$ cat src/atcs_cfg.svh
`ifndef ATCS_CFG_SVH
`define ATCS_CFG_SVH

// Device register addresses carried in a write frame
`define ATCS_ADDR_CCR0 7'h00
`define ATCS_ADDR_SYS 7'h05
`define ATCS_ADDR_INT 7'h06
`define ATCS_ADDR_TRIG 7'h08
`define ATCS_ADDR_CHSEL 7'h09

// Command opcodes carried in a command frame
`define ATCS_OP_READ 7'h00
`define ATCS_OP_SCAN 7'h01
`define ATCS_OP_STOP 7'h02

// Field positions
`define ATCS_SYS_SWSTART 0
`define ATCS_SYS_FIFO 1
`define ATCS_INT_EOC 0
`define ATCS_INT_SCAN 1
`define ATCS_INT_FULL 2
`define ATCS_FRM_CMD 15

// Reset values and last channel
`define ATCS_REG_RST 8'h00
`define ATCS_CH_RST 3'h0
`define ATCS_LAST_CH 3'h7

// Timing, counted in conversion clocks (one pclk cycle each), except the NS values in nanoseconds
`define ATCS_CLK_NS 100
`define ATCS_ACQ_CYC 8'h09
`define ATCS_CONV_CYC 8'h0E
`define ATCS_AUTO_GAP 8'h12
`define ATCS_M4_WIN_NS 10000
`define ATCS_M4_WIN_CYC (`ATCS_M4_WIN_NS / `ATCS_CLK_NS)
`define ATCS_START_GAP 8'h28

// Serial frame
`define ATCS_FRM_BITS 5'h10
`define ATCS_LAST_BIT 4'hF

// Host APB register offsets
`define ATCS_APB_CMD 12'h000
`define ATCS_APB_CONVERSION_START_PIN 12'h004
`define ATCS_APB_STATUS 12'h008
`define ATCS_APB_RXDATA 12'h00C

`endif

$ cat src/atcs_pkg.sv
package atcs_pkg;

    // Trigger mode field codes
    typedef enum logic [2:0] {
        ATCS_IDLE = 3'b000,
        ATCS_RSV1 = 3'b001,
        ATCS_MAN = 3'b010,
        ATCS_MAN_DLY = 3'b011,
        ATCS_AUTO_DLY = 3'b100,
        ATCS_SCAN1 = 3'b101,
        ATCS_SCANN = 3'b110,
        ATCS_RSV7 = 3'b111
    } atcs_mode_t;

    // Device conversion sequence
    typedef enum logic [1:0] {
        CS_IDLE = 2'b00,
        CS_ACQ = 2'b01,
        CS_CONV = 2'b10,
        CS_GAP = 2'b11
    } atcs_cstate_t;

    // Host serial frame sequence
    typedef enum logic [2:0] {
        HS_IDLE = 3'b000,
        HS_SETUP = 3'b001,
        HS_LOW = 3'b010,
        HS_HIGH = 3'b011,
        HS_END = 3'b100
    } atcs_hstate_t;

endpackage : atcs_pkg

$ cat src/atcs_if.sv
`timescale 1ns/1ps
`default_nettype none

interface atcs_if;
    logic sclk; // Serial clock, host driven
    logic cs_n; // Frame select, active low
    logic mosi; // Host to device data
    logic miso; // Device to host data
    logic conversion_start_pin_n; // Conversion start pin, active low
    logic int_out; // Device interrupt pulse

    modport dev (input sclk, input cs_n, input mosi, input conversion_start_pin_n, output miso, output int_out);
    modport host (output sclk, output cs_n, output mosi, output conversion_start_pin_n, input miso, input int_out);
endinterface : atcs_if

`default_nettype wire

$ cat src/atcs_dev.sv
// Chosen here: the serial register port.
`timescale 1ns/1ps
`default_nettype none
`include "atcs_cfg.svh"

module atcs_dev
    import atcs_pkg::*;
#(
    parameter int FIFO_DEPTH = 8,
    parameter int RES_W = 12
) (
    // Clock, reset, enable
    input wire logic pclk,
    input wire logic presetn,
    input wire logic ce,
    // Link to the host
    atcs_if.dev lnk,
    // Observed state
    output logic [2:0] mux_ch,
    output logic conv_busy,
    output logic fifo_on,
    output logic [RES_W-1:0] last_result
);

    localparam int PW = $clog2(FIFO_DEPTH);

    // Mode helpers, reserved codes fall to idle
    function automatic logic is_manual(input logic [2:0] m);
        return (m == ATCS_MAN) || (m == ATCS_MAN_DLY);
    endfunction : is_manual

    function automatic logic is_delay(input logic [2:0] m);
        return (m == ATCS_MAN_DLY) || (m == ATCS_AUTO_DLY);
    endfunction : is_delay

    ////////////////////////////////////////////////////////////////////////
    // Registers
    logic [7:0] sys_r; // System configuration
    logic [7:0] intc_r; // Interrupt configuration
    logic [7:0] trig_r; // Trigger mode configuration
    logic [2:0] chsel_r; // Manual or starting channel
    logic [7:0] ccr_r [4]; // Per-group channel setup
    logic [2:0] mode; // Live mode field
    logic [2:0] mode_q_r; // Mode of previous cycle

    // Serial front end
    logic sclk_q_r;
    logic cs_q_r;
    logic [15:0] rx_r;
    logic [15:0] tx_r;
    logic [4:0] nbits_r;
    logic sclk_rise;
    logic cs_fall;
    logic frame_done;
    logic wr_en;
    logic cmd_read;
    logic cmd_scan;
    logic cmd_stop;
    logic conversion_start_pin_q_r;
    logic pin_start;

    // Conversion sequencer
    atcs_cstate_t st_r;
    logic [7:0] cnt_r;
    logic [2:0] scan_ch_r;
    logic [2:0] samp_ch_r;
    logic [7:0] seq_r;
    logic start_now;
    logic conv_end;

    // Result FIFO
    logic [RES_W-1:0] mem_r [FIFO_DEPTH];
    logic [PW-1:0] wp_r;
    logic [PW-1:0] rp_r;
    logic [PW:0] cnt_f_r;
    logic fifo_full;
    logic fifo_pop;
    logic [RES_W-1:0] new_res;
    logic int_r;

    assign mode = trig_r[2:0];
    assign fifo_on = sys_r[`ATCS_SYS_FIFO];
    assign conv_busy = (st_r == CS_CONV);
    assign lnk.miso = tx_r[15];
    assign lnk.int_out = int_r;

    ////////////////////////////////////////////////////////////////////////
    // Frame decoding, same clock as the host so no synchroniser
    assign sclk_rise = lnk.sclk & ~sclk_q_r & ~lnk.cs_n;
    assign cs_fall = ~lnk.cs_n & cs_q_r;
    assign frame_done = lnk.cs_n & ~cs_q_r & (nbits_r == `ATCS_FRM_BITS);
    assign wr_en = frame_done & ~rx_r[`ATCS_FRM_CMD];
    assign cmd_read = frame_done & rx_r[`ATCS_FRM_CMD] & (rx_r[14:8] == `ATCS_OP_READ);
    assign cmd_scan = frame_done & rx_r[`ATCS_FRM_CMD] & (rx_r[14:8] == `ATCS_OP_SCAN);
    assign cmd_stop = frame_done & rx_r[`ATCS_FRM_CMD] & (rx_r[14:8] == `ATCS_OP_STOP);
    assign pin_start = ~lnk.conversion_start_pin_n & conversion_start_pin_q_r;
    assign fifo_full = (cnt_f_r == (PW+1)'(FIFO_DEPTH));
    assign fifo_pop = cs_fall & fifo_on & (cnt_f_r != '0);

    // Edge history of link pins
    always_ff @(posedge pclk or negedge presetn) begin
        if (!presetn) begin
            sclk_q_r <= 1'b0;
            cs_q_r <= 1'b1;
            conversion_start_pin_q_r <= 1'b1;
        end else if (ce) begin
            sclk_q_r <= lnk.sclk;
            cs_q_r <= lnk.cs_n;
            conversion_start_pin_q_r <= lnk.conversion_start_pin_n;
        end
    end

    // Shift registers, reply loaded as the frame opens
    always_ff @(posedge pclk or negedge presetn) begin
        if (!presetn) begin
            rx_r <= 16'h0000;
            tx_r <= 16'h0000;
            nbits_r <= 5'h00;
        end else if (ce) begin
            if (cs_fall) begin
                nbits_r <= 5'h00;
                // Left aligned; FIFO head when enabled, else latest result
                tx_r <= {(fifo_on ? ((cnt_f_r != '0) ? mem_r[rp_r] : '0) : last_result), 4'h0};
            end else if (sclk_rise) begin
                rx_r <= {rx_r[14:0], lnk.mosi};
                tx_r <= {tx_r[14:0], 1'b0};
                nbits_r <= nbits_r + 5'h01;
            end
        end
    end

    // Register writes; short frames are dropped whole
    always_ff @(posedge pclk or negedge presetn) begin
        if (!presetn) begin
            sys_r <= `ATCS_REG_RST;
            intc_r <= `ATCS_REG_RST;
            trig_r <= `ATCS_REG_RST;
            chsel_r <= `ATCS_CH_RST;
            for (int i = 0; i < 4; i++) begin
                ccr_r[i] <= `ATCS_REG_RST;
            end
        end else if (ce && wr_en) begin
            unique case (rx_r[14:8])
                `ATCS_ADDR_SYS: sys_r <= rx_r[7:0];
                `ATCS_ADDR_INT: intc_r <= rx_r[7:0];
                `ATCS_ADDR_TRIG: trig_r <= rx_r[7:0];
                `ATCS_ADDR_CHSEL: chsel_r <= rx_r[2:0];
                default: begin
                    // Channel group setup occupies the lowest four addresses
                    if (rx_r[14:10] == 5'h00) begin
                        ccr_r[rx_r[9:8]] <= rx_r[7:0];
                    end
                end
            endcase
        end
    end

    ////////////////////////////////////////////////////////////////////////
    // Conversion sequencer
    always_comb begin
        start_now = 1'b0;
        if (st_r == CS_IDLE) begin
            if (is_manual(mode)) begin
                start_now = pin_start | (cmd_read & sys_r[`ATCS_SYS_SWSTART]);
            end else if (mode == ATCS_AUTO_DLY) begin
                start_now = pin_start;
            end
        end
    end
    assign conv_end = (st_r == CS_CONV) && (cnt_r == 8'h01);

    always_ff @(posedge pclk or negedge presetn) begin
        if (!presetn) begin
            st_r <= CS_IDLE;
            cnt_r <= 8'h00;
            scan_ch_r <= `ATCS_CH_RST;
            mode_q_r <= 3'h0;
        end else if (ce) begin
            mode_q_r <= mode;
            if (mode != mode_q_r) begin
                // Mode change aborts; mode four waits out the set-up window
                st_r <= (mode == ATCS_AUTO_DLY) ? CS_GAP : CS_IDLE;
                cnt_r <= 8'(`ATCS_M4_WIN_CYC);
            end else if ((mode == ATCS_SCAN1 || mode == ATCS_SCANN) && cmd_scan) begin
                st_r <= CS_ACQ;
                cnt_r <= `ATCS_ACQ_CYC;
                scan_ch_r <= chsel_r;
            end else if (mode == ATCS_SCANN && cmd_stop) begin
                st_r <= CS_IDLE;
            end else begin
                unique case (st_r)
                    CS_IDLE: begin
                        if (start_now) begin
                            st_r <= CS_ACQ;
                            cnt_r <= `ATCS_ACQ_CYC;
                        end
                    end
                    CS_ACQ: begin
                        cnt_r <= cnt_r - 8'h01;
                        if (cnt_r == 8'h01) begin
                            st_r <= CS_CONV;
                            cnt_r <= `ATCS_CONV_CYC;
                        end
                    end
                    CS_CONV: begin
                        cnt_r <= cnt_r - 8'h01;
                        if (conv_end) begin
                            cnt_r <= `ATCS_AUTO_GAP;
                            if (mode == ATCS_AUTO_DLY) begin
                                st_r <= CS_GAP;
                            end else if (mode == ATCS_SCANN) begin
                                st_r <= CS_GAP;
                                scan_ch_r <= (scan_ch_r == `ATCS_LAST_CH) ? chsel_r : scan_ch_r + 3'h1;
                            end else if (mode == ATCS_SCAN1 && scan_ch_r != `ATCS_LAST_CH) begin
                                st_r <= CS_GAP;
                                scan_ch_r <= scan_ch_r + 3'h1;
                            end else begin
                                st_r <= CS_IDLE;
                            end
                        end
                    end
                    CS_GAP: begin
                        cnt_r <= cnt_r - 8'h01;
                        if (cnt_r == 8'h01 || pin_start) begin
                            st_r <= CS_ACQ;
                            cnt_r <= `ATCS_ACQ_CYC;
                        end
                    end
                endcase
            end
        end
    end

    // Multiplexer: direct in mode two, late switch in delay modes
    always_ff @(posedge pclk or negedge presetn) begin
        if (!presetn) begin
            mux_ch <= `ATCS_CH_RST;
            samp_ch_r <= `ATCS_CH_RST;
        end else if (ce) begin
            if (st_r == CS_ACQ && cnt_r == 8'h01) begin
                samp_ch_r <= mux_ch;
                if (is_delay(mode)) begin
                    // Next channel settles during conversion, not acquisition
                    mux_ch <= chsel_r;
                end
            end else if (mode == ATCS_MAN) begin
                mux_ch <= chsel_r;
            end else if (mode == ATCS_SCAN1 || mode == ATCS_SCANN) begin
                mux_ch <= scan_ch_r;
            end else if (is_delay(mode) && mode_q_r != mode) begin
                mux_ch <= chsel_r;
            end
        end
    end

    // Result word: channel tag plus running sequence number
    assign new_res = RES_W'({samp_ch_r, 1'b0, seq_r});

    always_ff @(posedge pclk or negedge presetn) begin
        if (!presetn) begin
            seq_r <= 8'h00;
            last_result <= '0;
        end else if (ce && conv_end) begin
            seq_r <= seq_r + 8'h01;
            last_result <= new_res;
        end
    end

    ////////////////////////////////////////////////////////////////////////
    // Result FIFO; when full the oldest entry is lost, never the newest
    always_ff @(posedge pclk or negedge presetn) begin
        if (!presetn) begin
            wp_r <= '0;
            rp_r <= '0;
            cnt_f_r <= '0;
        end else if (ce) begin
            if (!fifo_on || (mode == ATCS_SCAN1 && cmd_scan)) begin
                wp_r <= '0;
                rp_r <= '0;
                cnt_f_r <= '0;
            end else if (conv_end) begin
                mem_r[wp_r] <= new_res;
                wp_r <= PW'((int'(wp_r) + 1) % FIFO_DEPTH);
                if (fifo_full || fifo_pop) begin
                    rp_r <= PW'((int'(rp_r) + 1) % FIFO_DEPTH);
                end
                if (!fifo_full && !fifo_pop) begin
                    cnt_f_r <= cnt_f_r + 1'b1;
                end
            end else if (fifo_pop) begin
                rp_r <= PW'((int'(rp_r) + 1) % FIFO_DEPTH);
                cnt_f_r <= cnt_f_r - 1'b1;
            end
        end
    end

    // One-cycle interrupt pulses
    always_ff @(posedge pclk or negedge presetn) begin
        if (!presetn) begin
            int_r <= 1'b0;
        end else if (ce) begin
            int_r <= conv_end & ((~fifo_on & intc_r[`ATCS_INT_EOC])
                | (fifo_on & (cnt_f_r == (PW+1)'(FIFO_DEPTH - 1))
                    & (intc_r[`ATCS_INT_FULL] | (mode == ATCS_SCANN & intc_r[`ATCS_INT_SCAN]))));
        end
    end

endmodule : atcs_dev

`default_nettype wire

$ cat src/flat_wrapper.sv
// flat-port wrapper written by rule: the top's interface ports become plain ports
module atcs_dev_flat import atcs_pkg::*;
#(
    parameter int FIFO_DEPTH = 8,
    parameter int RES_W = 12
)
  (pclk, presetn, ce, mux_ch, conv_busy, fifo_on, last_result, lnk_sclk, lnk_cs_n, lnk_mosi, lnk_conversion_start_pin_n, lnk_miso, lnk_int_out);
  atcs_if lnk_i ();
  input wire logic pclk;
  input wire logic presetn;
  input wire logic ce;
  output logic [2:0] mux_ch;
  output logic conv_busy;
  output logic fifo_on;
  output logic [RES_W-1:0] last_result;
  input wire logic [$bits(lnk_i.sclk)-1:0] lnk_sclk;
  input wire logic [$bits(lnk_i.cs_n)-1:0] lnk_cs_n;
  input wire logic [$bits(lnk_i.mosi)-1:0] lnk_mosi;
  input wire logic [$bits(lnk_i.conversion_start_pin_n)-1:0] lnk_conversion_start_pin_n;
  output wire logic [$bits(lnk_i.miso)-1:0] lnk_miso;
  output wire logic [$bits(lnk_i.int_out)-1:0] lnk_int_out;
  assign lnk_i.sclk = lnk_sclk;
  assign lnk_i.cs_n = lnk_cs_n;
  assign lnk_i.mosi = lnk_mosi;
  assign lnk_i.conversion_start_pin_n = lnk_conversion_start_pin_n;
  assign lnk_miso = lnk_i.miso;
  assign lnk_int_out = lnk_i.int_out;
  atcs_dev #(.FIFO_DEPTH(FIFO_DEPTH), .RES_W(RES_W)) u_core (.pclk(pclk), .presetn(presetn), .ce(ce), .lnk(lnk_i), .mux_ch(mux_ch), .conv_busy(conv_busy), .fifo_on(fifo_on), .last_result(last_result));
endmodule
$ cat config.mk
export PLATFORM = sky130hd
export DESIGN_NAME = atcs_dev_flat
export DESIGN_NICKNAME = d
export VERILOG_FILES = /design/src/atcs_pkg.sv /design/src/atcs_if.sv /design/src/atcs_dev.sv /design/src/flat_wrapper.sv
export VERILOG_INCLUDE_DIRS = /design/src
export SDC_FILE = /design/constraint.sdc
export NUM_CORES = 1
export LEC_CHECK = 0
export ABC_AREA = 1
export BUFFER_PORTS_ARGS = -buffer_cell sky130_fd_sc_hd__buf_4
export CORE_ASPECT_RATIO = 1.25
export CORE_MARGIN = 1.5
export CORE_UTILIZATION = 67
export CTS_CLUSTER_DIAMETER = 80
export CTS_CLUSTER_SIZE = 16
export DETAILED_ROUTE_END_ITERATION = 12
export GPL_TIMING_DRIVEN = 0
export PLACE_DENSITY = 0.85
export SYNTH_ARGS = -nofsm -noshare
export SYNTH_HDL_FRONTEND = slang
export SYNTH_SLANG_ARGS = --single-unit
export TNS_END_PERCENT = 10
$ cat constraint.sdc
create_clock -name pclk -period 3.4 [get_ports pclk]
set_input_delay 1.02 -clock pclk [delete_from_list [all_inputs] [get_ports pclk]]
set_output_delay 1.02 -clock pclk [all_outputs]
set_load 0.01 [all_outputs]
## Word-level counts from Yosys, hierarchy flattened

Memory sizes are Yosys's and may differ from the RTL's.
Cells that the tools add are included.

| storage, ports and cells | value |
|---|---|
| bits in latches | 0 |
| input port bits | 7 |
| bits in registers | 103 |
| memories kept | 1 |
| output and inout port bits | 19 |
| bits in writable memories | 88 |
| memory bits (read-only) | 0 |
| word-level logic and storage cells | 194 |

| cells by class | value |
|---|---|
| add/subtract/negate cells | 8 |
| mux-type cells | 56 |
| shift operators | 0 |
| reductions and logical operators | 44 |
| multiply operators | 0 |
| $lt $le $gt $ge | 0 |
| equal/unequal tests | 33 |
| bitwise logic cells | 30 |
| divide/modulo/power cells | 0 |

Memory list:

| memory | depth | width | read ports | clocked after Yosys merged registers in | wr ports | line | source |
|---|---|---|---|---|---|---|---|
| u_core.mem_r | 8 | 11 | 1 | 0 | 1 | atcs_dev.sv:72 | `logic [RES_W-1:0] mem_r [FIFO_DEPTH];` |

Operator list:

| cell | count |
|---|---|
| 3-bit two-way mux | 19 |
| 8-bit two-way mux | 7 |
| 16-bit two-way mux | 2 |
| 8-bit case mux with 4 select lines | 1 |
| 12-bit two-way mux | 2 |
| 2-bit two-way mux | 11 |
| 1-bit AND | 19 |
| 4-bit two-way mux | 4 |
| 5-bit by 1-bit != test with 1-bit output, second input constant | 3 |
| 3-bit AND reduction | 5 |
| 7-bit by 3-bit equality test with 1-bit output, second input constant | 2 |
| 7-bit by 4-bit equality test with 1-bit output, second input constant | 2 |
| 2-bit AND reduction | 7 |
| 3-bit equality test, second input constant | 4 |
| 1-bit logical AND | 11 |
| 5-bit two-way mux | 2 |
| 3-bit by 1-bit adder with 3-bit output, second input constant | 3 |
| 3-bit != test, second input constant | 3 |
| 8-bit by 1-bit adder with 8-bit output, second input constant | 1 |
| 8-bit by 1-bit equality test with 1-bit output, second input constant | 1 |
| 1-bit inverter | 8 |
| 2-bit case mux with 4 select lines | 1 |
| 2-bit nonzero test | 4 |
| 4-bit nonzero test | 2 |
| other kinds (27) | 47 |

## Logic depth before layout (Yosys ltp)

Gate-level depths: netlist of the first run.

| depth | value |
|---|---|
| depth after elaboration | 14 |
| depth in mapped cells | 15 |
| gate-level depth less buffers | 15 |

## Worst setup path after synthesis of the first run

Ideal clock, no wire load.

| timing path | value |
|---|---|
| path kind | in2reg |
| start | input lnk_cs_n |
| end | memory u_core.mem_r[6][0] (netlist bit), enable pin |
| stages | 9 |
| data arrival time | 2192 ps |
| setup time | 378 ps |
| setup slack | 830 ps |
| required time | 3022 ps |
| buffers on the path | 0 |
| cell sequence | inv_1 -> nor2_2 -> nand3_4 -> nor2_8 -> nand3_2 -> nand2_4 -> nor2_4 -> nand2_1 -> nor2_1 |

| on the way | value |
|---|---|
| longest elaborated chain between the ends | 10 |

RTL lines:

| element | line | source |
|---|---|---|
| from (decl) | flat_wrapper.sv:17 | `input wire logic [$bits(lnk_i.cs_n)-1:0] lnk_cs_n;` |
| 1-bit AND (2 in a row) | atcs_dev.sv:91 | `` assign frame_done = lnk.cs_n & ~cs_q_r & (nbits_r == `ATCS_FRM_BITS); `` |
| 1-bit AND (2 in a row) | atcs_dev.sv:94 | `` assign cmd_scan = frame_done & rx_r[`ATCS_FRM_CMD] & (rx_r[14:8] == `ATCS_OP_SCAN); `` |
| 1-bit logical AND | atcs_dev.sv:277 | `if (!fifo_on \|\| (mode == ATCS_SCAN1 && cmd_scan)) begin` |
| 1-bit logical OR | atcs_dev.sv:277 |  |
| 1-bit two-way mux | atcs_dev.sv:277 |  |
| 1-bit two-way mux | atcs_dev.sv:276 | `end else if (ce) begin` |
| 1-bit logical AND (not written as such) | atcs_dev.sv:282 | `mem_r[wp_r] <= new_res;` |
| 1-bit two-way mux (not written as such) | atcs_dev.sv:282 |  |
| to (decl) | atcs_dev.sv:72 |  |

Every way passes these cells.

## Worst setup path after layout of the first run

| timing path | value |
|---|---|
| start | register u_core.cnt_r[1] |
| end | memory u_core.mem_r[1][0] (netlist bit), enable pin |

| on the way | value |
|---|---|
| longest elaborated chain between the ends | 7 |

RTL lines:

| element | line | source |
|---|---|---|
| from (decl) | atcs_dev.sv:64 | `logic [7:0] cnt_r;` |
| from (signal assigned) | atcs_dev.sv:183 | `` cnt_r <= 8'(`ATCS_M4_WIN_CYC); `` |
| from (signal assigned) | atcs_dev.sv:186 | `` cnt_r <= `ATCS_ACQ_CYC; `` |
| from (signal assigned) | atcs_dev.sv:195 | `` cnt_r <= `ATCS_ACQ_CYC; `` |
| 8-bit by 1-bit equality test with 1-bit output | atcs_dev.sv:170 | `assign conv_end = (st_r == CS_CONV) && (cnt_r == 8'h01);` |
| 1-bit logical AND | atcs_dev.sv:170 |  |
| 1-bit two-way mux | atcs_dev.sv:281 | `end else if (conv_end) begin` |
| 1-bit two-way mux | atcs_dev.sv:277 |  |
| 1-bit two-way mux | atcs_dev.sv:276 |  |
| 1-bit logical AND (not written as such) | atcs_dev.sv:282 |  |
| 1-bit two-way mux (not written as such) | atcs_dev.sv:282 |  |

Every way passes these cells.

==> out/summary.txt, run 1 <==
nets: 1,018
Placed Cells: 1,143
final setup fails: 0
routability cong.: 0.8684
Post-CTS Setup Repair Bufs: 0
initial antenna violation count: 0
FMAX: 336.0 MHz
final core occ: 77.11%
Hold Vio Cnt, Final: 0
Tot GR Track Use: 32.55%
fin crit share: 87.55%
routed vias: 7,005
CP max FO: 11
part of the power in registers: 46.5%
NetSw: 2.092 mW
Worst setup SP type: register
asr flop ratio synth: 52.94%
antenna cells: 0
global-route wire length before repair: 34,690 um
combinational share of power: 20.6%
Synth Register Bits: 187
min Tclk post-route: 2.977 ns
Via-to-Cell Ratio: 5.962
EDFF count, synth: 88
TritonCTS clock tree: done
Area growth, synth to finish: 11.57%
Layout Cells excl Fill: 1,175
I/O Buffers: 24
Reg clk slew, reported paths: 0.07 ns
R2R Setup Slk: 0.42 ns
number of global-route vias before repair: 6,920
Worst Tran Pin Value: 1.151 ns
# rows: 46
R2R depth: 10
1st-pass router iterations: 7
clock buffer depth: 2
Pins Over Slew Limit: 0
# fillers: 855
status: finished clean
crit path from: u_core.cnt_r[1]
Starting Density: 69.12%
H-tree depth: 4
total global routing overflow: 0
CP Capture Point: u_core.mem_r[1][0]
WP data required: 3.46 ns
hold_buf cts: 0
Unique masters post-synth: 45
most common cell after layout, fill and taps aside: nand2_1
reg2reg end: u_core.mem_r[1][0]
clk sinks: 187
Worst VDD drop: 0.0005556 V
Synth Net Count: 975
RSZ-0062 raised after global routing: no
Syn Area/Cell: 9.328 um^2
highest-count cells in the layout ignoring fill and taps: nand2_1, o21ai_0, nor2_1, dfrtp_1, edfxtp_1
largest net degree at the start of global routing: 104
DP HPWL: 14,420 um
Crit Path Class: register to register
cts bufs inserted: 17
clk root buf: clkbuf_16
drt drc: 0
Syn Std Cell Area: 0.008871 mm^2
Post-synth top flop: dfrtp_1
Routed Antenna Nets: 0
layout cells sized above 1: 10.72%
Die Wd: 105.9 um
Routed WL: 21,280 um
Switching Fraction: 32.85%
post-route cell area: 0.009897 mm^2
cts repair resizes: 0
Tot Pwr: 6.369 mW
Starting DRT DRC Count: 593
I/O Pins: 26
Worst setup EP type: register
worst path arrival time: 3.03 ns
clock power share: 32.9%
DR WL/cell: 18.11 um
number of warnings issued by yosys: 0
worst min-delay path class: register to register
die height: 131.7 um
Internal: 4.276 mW
later-pin clock latency in the skew report: 0.44 ns
PwrDens: 643.5 mW/mm^2
Leak: 4.230 nW
Placeable Area: 0.01283 mm^2
r2r startpoint: u_core.cnt_r[1]
cells after synthesis: 951
dpl cell area: 0.009261 mm^2
max_cap viols: 0
skew final: 0.006775 ns
relative slew slack: 22.97%
die area: 0.01394 mm^2
sequential fraction of the synthesis area: 57.74%
## synthesized netlist by cell type (7+ instances only)
cell / instances / share of area (%)
xor2_1: 9 / 0.89
o211ai_1: 23 / 1.9
clkbuf_1: 18 / 0.76
buf_2: 8 / 0.45
nor2_2: 9 / 0.63
nand4_1: 9 / 0.63
nand2_1: 213 / 9.0
nand3_1: 44 / 2.5
ha_1: 16 / 2.3
nor2_1: 126 / 5.3
a21oi_1: 28 / 1.6
dfrtp_1: 97 / 27
inv_1: 67 / 2.8
edfxtp_1: 88 / 30
o21ai_0: 127 / 7.2
a21o_1: 7 / 0.59
## state kept, by name, summed over array words and instances (netlist names), 3 cells and up
| register | flops |
|---|---|
| u_core.chsel_r | 3 |
| u_core.cnt_f_r | 4 |
| u_core.cnt_r | 8 |
| u_core.intc_r | 3 |
| u_core.last_result | 11 |
| u_core.mem_r | 88 |
| u_core.mode_q_r | 3 |
| u_core.mux_ch | 3 |
| u_core.nbits_r | 5 |
| u_core.rp_r | 3 |
| u_core.rx_r | 16 |
| u_core.samp_ch_r | 3 |
| u_core.scan_ch_r | 3 |
| u_core.seq_r | 8 |
| u_core.trig_r | 3 |
| u_core.tx_r | 12 |
| u_core.wp_r | 3 |
## critical path, cell delays in order, from the launching register on
cell and delay (ns):
dfrtp_1 0.40, inv_1 0.08, ha_1 0.16, nand3_1 0.12, nor2_4 0.21, nand2_4 0.14
nor2_4 0.17, inv_2 0.13, nor2_4 0.16, nand2_1 0.12, nor2_1 0.88
## stage by stage
| stage | worst slack [ns] | hold slack, ns | setup TNS (ns) |
|---|---|---|---|
| final | 0.4234 | 0.4800 | 0 |
| after global routing | 0.2214 | 0.5066 | 0 |
| after CTS | 0.2568 | 0.4794 | 0 |
| after detailed placement | -0.1683 | 0.4603 | -11.06 |
| after global placement | -0.1202 | 0.4567 | -7.057 |
| after floorplan | 0.8298 | 0.4437 | 0 |
## cells by family (layout without fill, tap and decap cells)
family                   count (synthesis)  after routing  synth area share (%)
AND/OR/NAND/NOR                        430            430                 21.31
AO/OA/AOI/OAI                          192            192                 11.88
flip-flops                             187            187                 57.74
buffers and inverters                  106            162                 4.683
adder cells (fa/ha/maj)                 17             17                 2.482
XOR/XNOR                                14             14                 1.382
multiplexers                             4              4                0.4795
other                                    1              1               0.04227
## worst min-delay path by stage
stage | start | end | slack [ns] | cells past startpoint
2_1_floorplan | u_core.tx_r[10] | u_core.tx_r[10] | 0.44 | 2
3_3_place_gp | u_core.tx_r[7] | u_core.tx_r[7] | 0.46 | 2
3_5_place_dp | u_core.tx_r[9] | u_core.tx_r[9] | 0.46 | 2
4_1_cts | u_core.tx_r[9] | u_core.tx_r[9] | 0.48 | 2
5_1_grt | u_core.tx_r[13] | u_core.tx_r[13] | 0.51 | 2
6_report | u_core.tx_r[6] | u_core.tx_r[6] | 0.48 | 2
## final cells by class
type,instances,area [um^2],area share (%)
flip-flops and latches,187,5122,51.76
multi-input cells,658,3333,33.68
clock buffers,17,425.4,4.298
inverters,76,289.0,2.920
well taps,168,210.2,2.124
clock inverters,15,206.4,2.086
repair buffers,24,183.9,1.858
plain buffers,30,126.4,1.277
## power groups by stage
stage / registers, mW / clock network [mW] / logic (mW)
2_1_floorplan: 2.93 / 0 / 0.920
6_report: 2.96 / 2.09 / 1.31
4_1_cts: 2.95 / 2.09 / 1.30
3_3_place_gp: 2.98 / 0 / 1.23
5_1_grt: 2.99 / 2.19 / 1.50
3_5_place_dp: 2.99 / 0 / 1.28
## per-layer routing
metal	track usage [%]	up-vias	share of wire, %
met5	0	-	0
met4	14.94	0	3.7
met3	5.804	65	5.5
met2	57.50	283	54
met1	38.37	3383	37
li1	-	3274	-
Note: power is estimated with default switching activity, not from simulation.
==> run 2, diff against run 1 <==
==> constraint.sdc (replaced) <==
create_clock -name pclk -period 3.4 [get_ports pclk]
set_input_delay 0.17 -clock pclk [delete_from_list [all_inputs] [get_ports pclk]]
set_output_delay 0.17 -clock pclk [all_outputs]
set_load 0.01 [all_outputs]
==> out/summary.txt, run 2 (synthesis results as in run 1) <==
status: finished clean (unchanged)
fin crit share: 87.20% (was 87.55%)
most frequent CP cell: nor2_4 (unchanged)
PnR worst setup slack: 0.4351 ns (was 0.4234 ns)
nets: 1,021 (was 1,018)
relative slew slack: 23.68% (was 22.97%)
reg2reg end: u_core.mem_r[1][2] (was u_core.mem_r[1][0])
Routed WL: 21,320 um (was 21,280 um)
cts bufs inserted: 17 (unchanged)
largest net degree at the start of global routing: 104 (unchanged)
antenna cells: 0 (unchanged)
crit path from: u_core.cnt_r[1] (unchanged)
die height: 131.7 um (unchanged)
Area growth, synth to finish: 11.90% (was 11.57%)
Leak: 4.242 nW (was 4.230 nW)
R2R depth: 10 (unchanged)
TritonCTS clock tree: done (unchanged)
clock buffer depth: 2 (unchanged)
dpl cell area: 0.009261 mm^2 (unchanged)
skew final: 0.007098 ns (was 0.006775 ns)
Tot GR Track Use: 32.58% (was 32.55%)
Placeable Area: 0.01283 mm^2 (unchanged)
clk root buf: clkbuf_16 (unchanged)
CP max-delay cell: nor2_1 (unchanged)
Worst VDD drop: 0.0005528 V (was 0.0005556 V)
Starting Density: 69.12% (unchanged)
I/O Pins: 26 (unchanged)
FMAX: 337.3 MHz (was 336.0 MHz)
DR WL/cell: 18.10 um (was 18.11 um)
Routed Antenna Nets: 0 (unchanged)
largest registers: u_core.mem_r x88, u_core.rx_r x16, u_core.tx_r x12 (unchanged)
Via-to-Cell Ratio: 5.971 (was 5.962)
Pins Over Slew Limit: 0 (unchanged)
Starting DRT DRC Count: 510 (was 593)
worst path arrival time: 3.02 ns (was 3.03 ns)
I/O Buffers: 24 (unchanged)
# rows: 46 (unchanged)
final setup fails: 0 (unchanged)
routability cong.: 0.8684 (unchanged)
routed vias: 7,034 (was 7,005)
max FFs per register: 88 (unchanged)
WP buf/inv: 2 (unchanged)
CP max FO: 11 (unchanged)
setup TNS: 0 ns (unchanged)
highest-count cells in the layout ignoring fill and taps: nand2_1, o21ai_0, nor2_1, dfrtp_1, edfxtp_1 (unchanged)
Hold Vio Cnt, Final: 0 (unchanged)
DP Worst Slack: 0.4786 ns (was -0.1683 ns)
Reg clk slew, reported paths: 0.07 ns (about the same)
CP Capture Point: u_core.mem_r[1][2] (was u_core.mem_r[1][0])
critical path's top delay family: simple AND/OR/NAND/NOR gates (unchanged)
post-route cell area: 0.009927 mm^2 (was 0.009897 mm^2)
R2R Setup Slk: 0.44 ns (was 0.42 ns)
Reg with most FFs: u_core.mem_r (unchanged)
Worst setup EP type: register (unchanged)
Die Wd: 105.9 um (unchanged)
layout cells sized above 1: 10.69% (was 10.72%)
DP HPWL: 14,420 um (unchanged)
max_cap viols: 0 (unchanged)
Tot Pwr: 6.372 mW (was 6.369 mW)
global-route wire length before repair: 34,730 um (was 34,690 um)
clk sinks: 187 (unchanged)
CP Depth: 10 (unchanged)
drt drc: 0 (unchanged)
crit path cell chain: inv_1, ha_1, nand3_1, nor2_4, nand2_4, nor2_4, inv_2, nor2_4, nand2_1, nor2_1 (unchanged)
worst min-delay path class: input port to register (was register to register)
Worst setup SP type: register (unchanged)
crit-path max cell delay: 0.88 ns (about the same)
Hold WS: 0.003046 ns (was 0.4800 ns)
r2r startpoint: u_core.cnt_r[1] (unchanged)
later-pin clock latency in the skew report: 0.44 ns (about the same)
number of global-route vias before repair: 6,936 (was 6,920)
min Tclk post-route: 2.965 ns (was 2.977 ns)
cts repair resizes: 0 (unchanged)
most common cell after layout, fill and taps aside: nand2_1 (unchanged)
WP data required: 3.46 ns (about the same)
Worst Tran Pin Value: 1.141 ns (was 1.151 ns)
RSZ-0062 raised after global routing: no (unchanged)
PwrDens: 641.8 mW/mm^2 (was 643.5 mW/mm^2)
Crit Path Class: register to register (unchanged)
1st-pass router iterations: 5 (was 7)
die area: 0.01394 mm^2 (unchanged)
total global routing overflow: 0 (unchanged)
initial antenna violation count: 0 (unchanged)
H-tree depth: 4 (unchanged)
run 2: cell types whose count changed in the layout (fill, tap and decap cells not counted):
| cell | previous run | this run |
|---|---|---|
| dlygate4sd3_1 | 0 | 3 |
run 2: area by class of cell:
type                            count  area (um^2)
Timing Repair Buffer               27        214.0
Buffer                             30        126.4
Clock buffer                       17        425.4
Tap cell                          168        210.2
Multi-Input combinational cell    658         3333
Inverter                           76        289.0
Fill cell                         852         2908
Clock inverter                     15        206.4
Sequential cell                   187         5122
run 2: metal layers:
layer	vias up	share of wire, %	track usage, %
met5	-	0	0
met4	0	3.6	14.94
met3	66	5.7	5.804
met2	306	54	57.65
met1	3381	37	38.34
li1	3281	-	-
run 2: repair_timing:
action,4_1_cts,5_1_grt
hold buffers,2,1
buffers inserted,0,0
endpoints found under the hold margin,2,97
run 2: report_power, final:
| part | internal, mW | total, mW | leakage, nW | switching [mW] |
|---|---|---|---|---|
| Combinational | 0.477 | 1.31 | 1.97 | 0.837 |
| Sequential | 2.67 | 2.96 | 1.97 | 0.295 |
| Clock | 1.13 | 2.09 | 0.302 | 0.961 |
run 2: worst min-delay path by stage:
stage                                    start                              end  slack, ns  cells past startpoint
global placement    lnk_conversion_start_pin_n  u_core.conversion_start_pin_q_r       0.40                      3
finish                                lnk_cs_n                    u_core.cs_q_r      0.003                      3
detailed placement  lnk_conversion_start_pin_n  u_core.conversion_start_pin_q_r       0.41                      3
floorplan                              presetn                u_core.chsel_r[0]      -0.13                      0
global route                          lnk_cs_n                    u_core.cs_q_r       0.03                      3
CTS                 lnk_conversion_start_pin_n  u_core.conversion_start_pin_q_r      0.001                      3
run 2: stage by stage:
step,util [%],instances
global placement,72.16,1143
finish,77.34,1178
floorplan,-,951
detailed placement,72.16,1143
global route,77.34,1178
CTS,77.24,1177
run 2: worst register-to-register path: cells and delay by family (launching register included):
kind | cells | cell delay, ns
fa+ha+maj | 1 | 0.16
simple gates | 7 | 1.81
buf+inv | 2 | 0.21
flops | 1 | 0.40
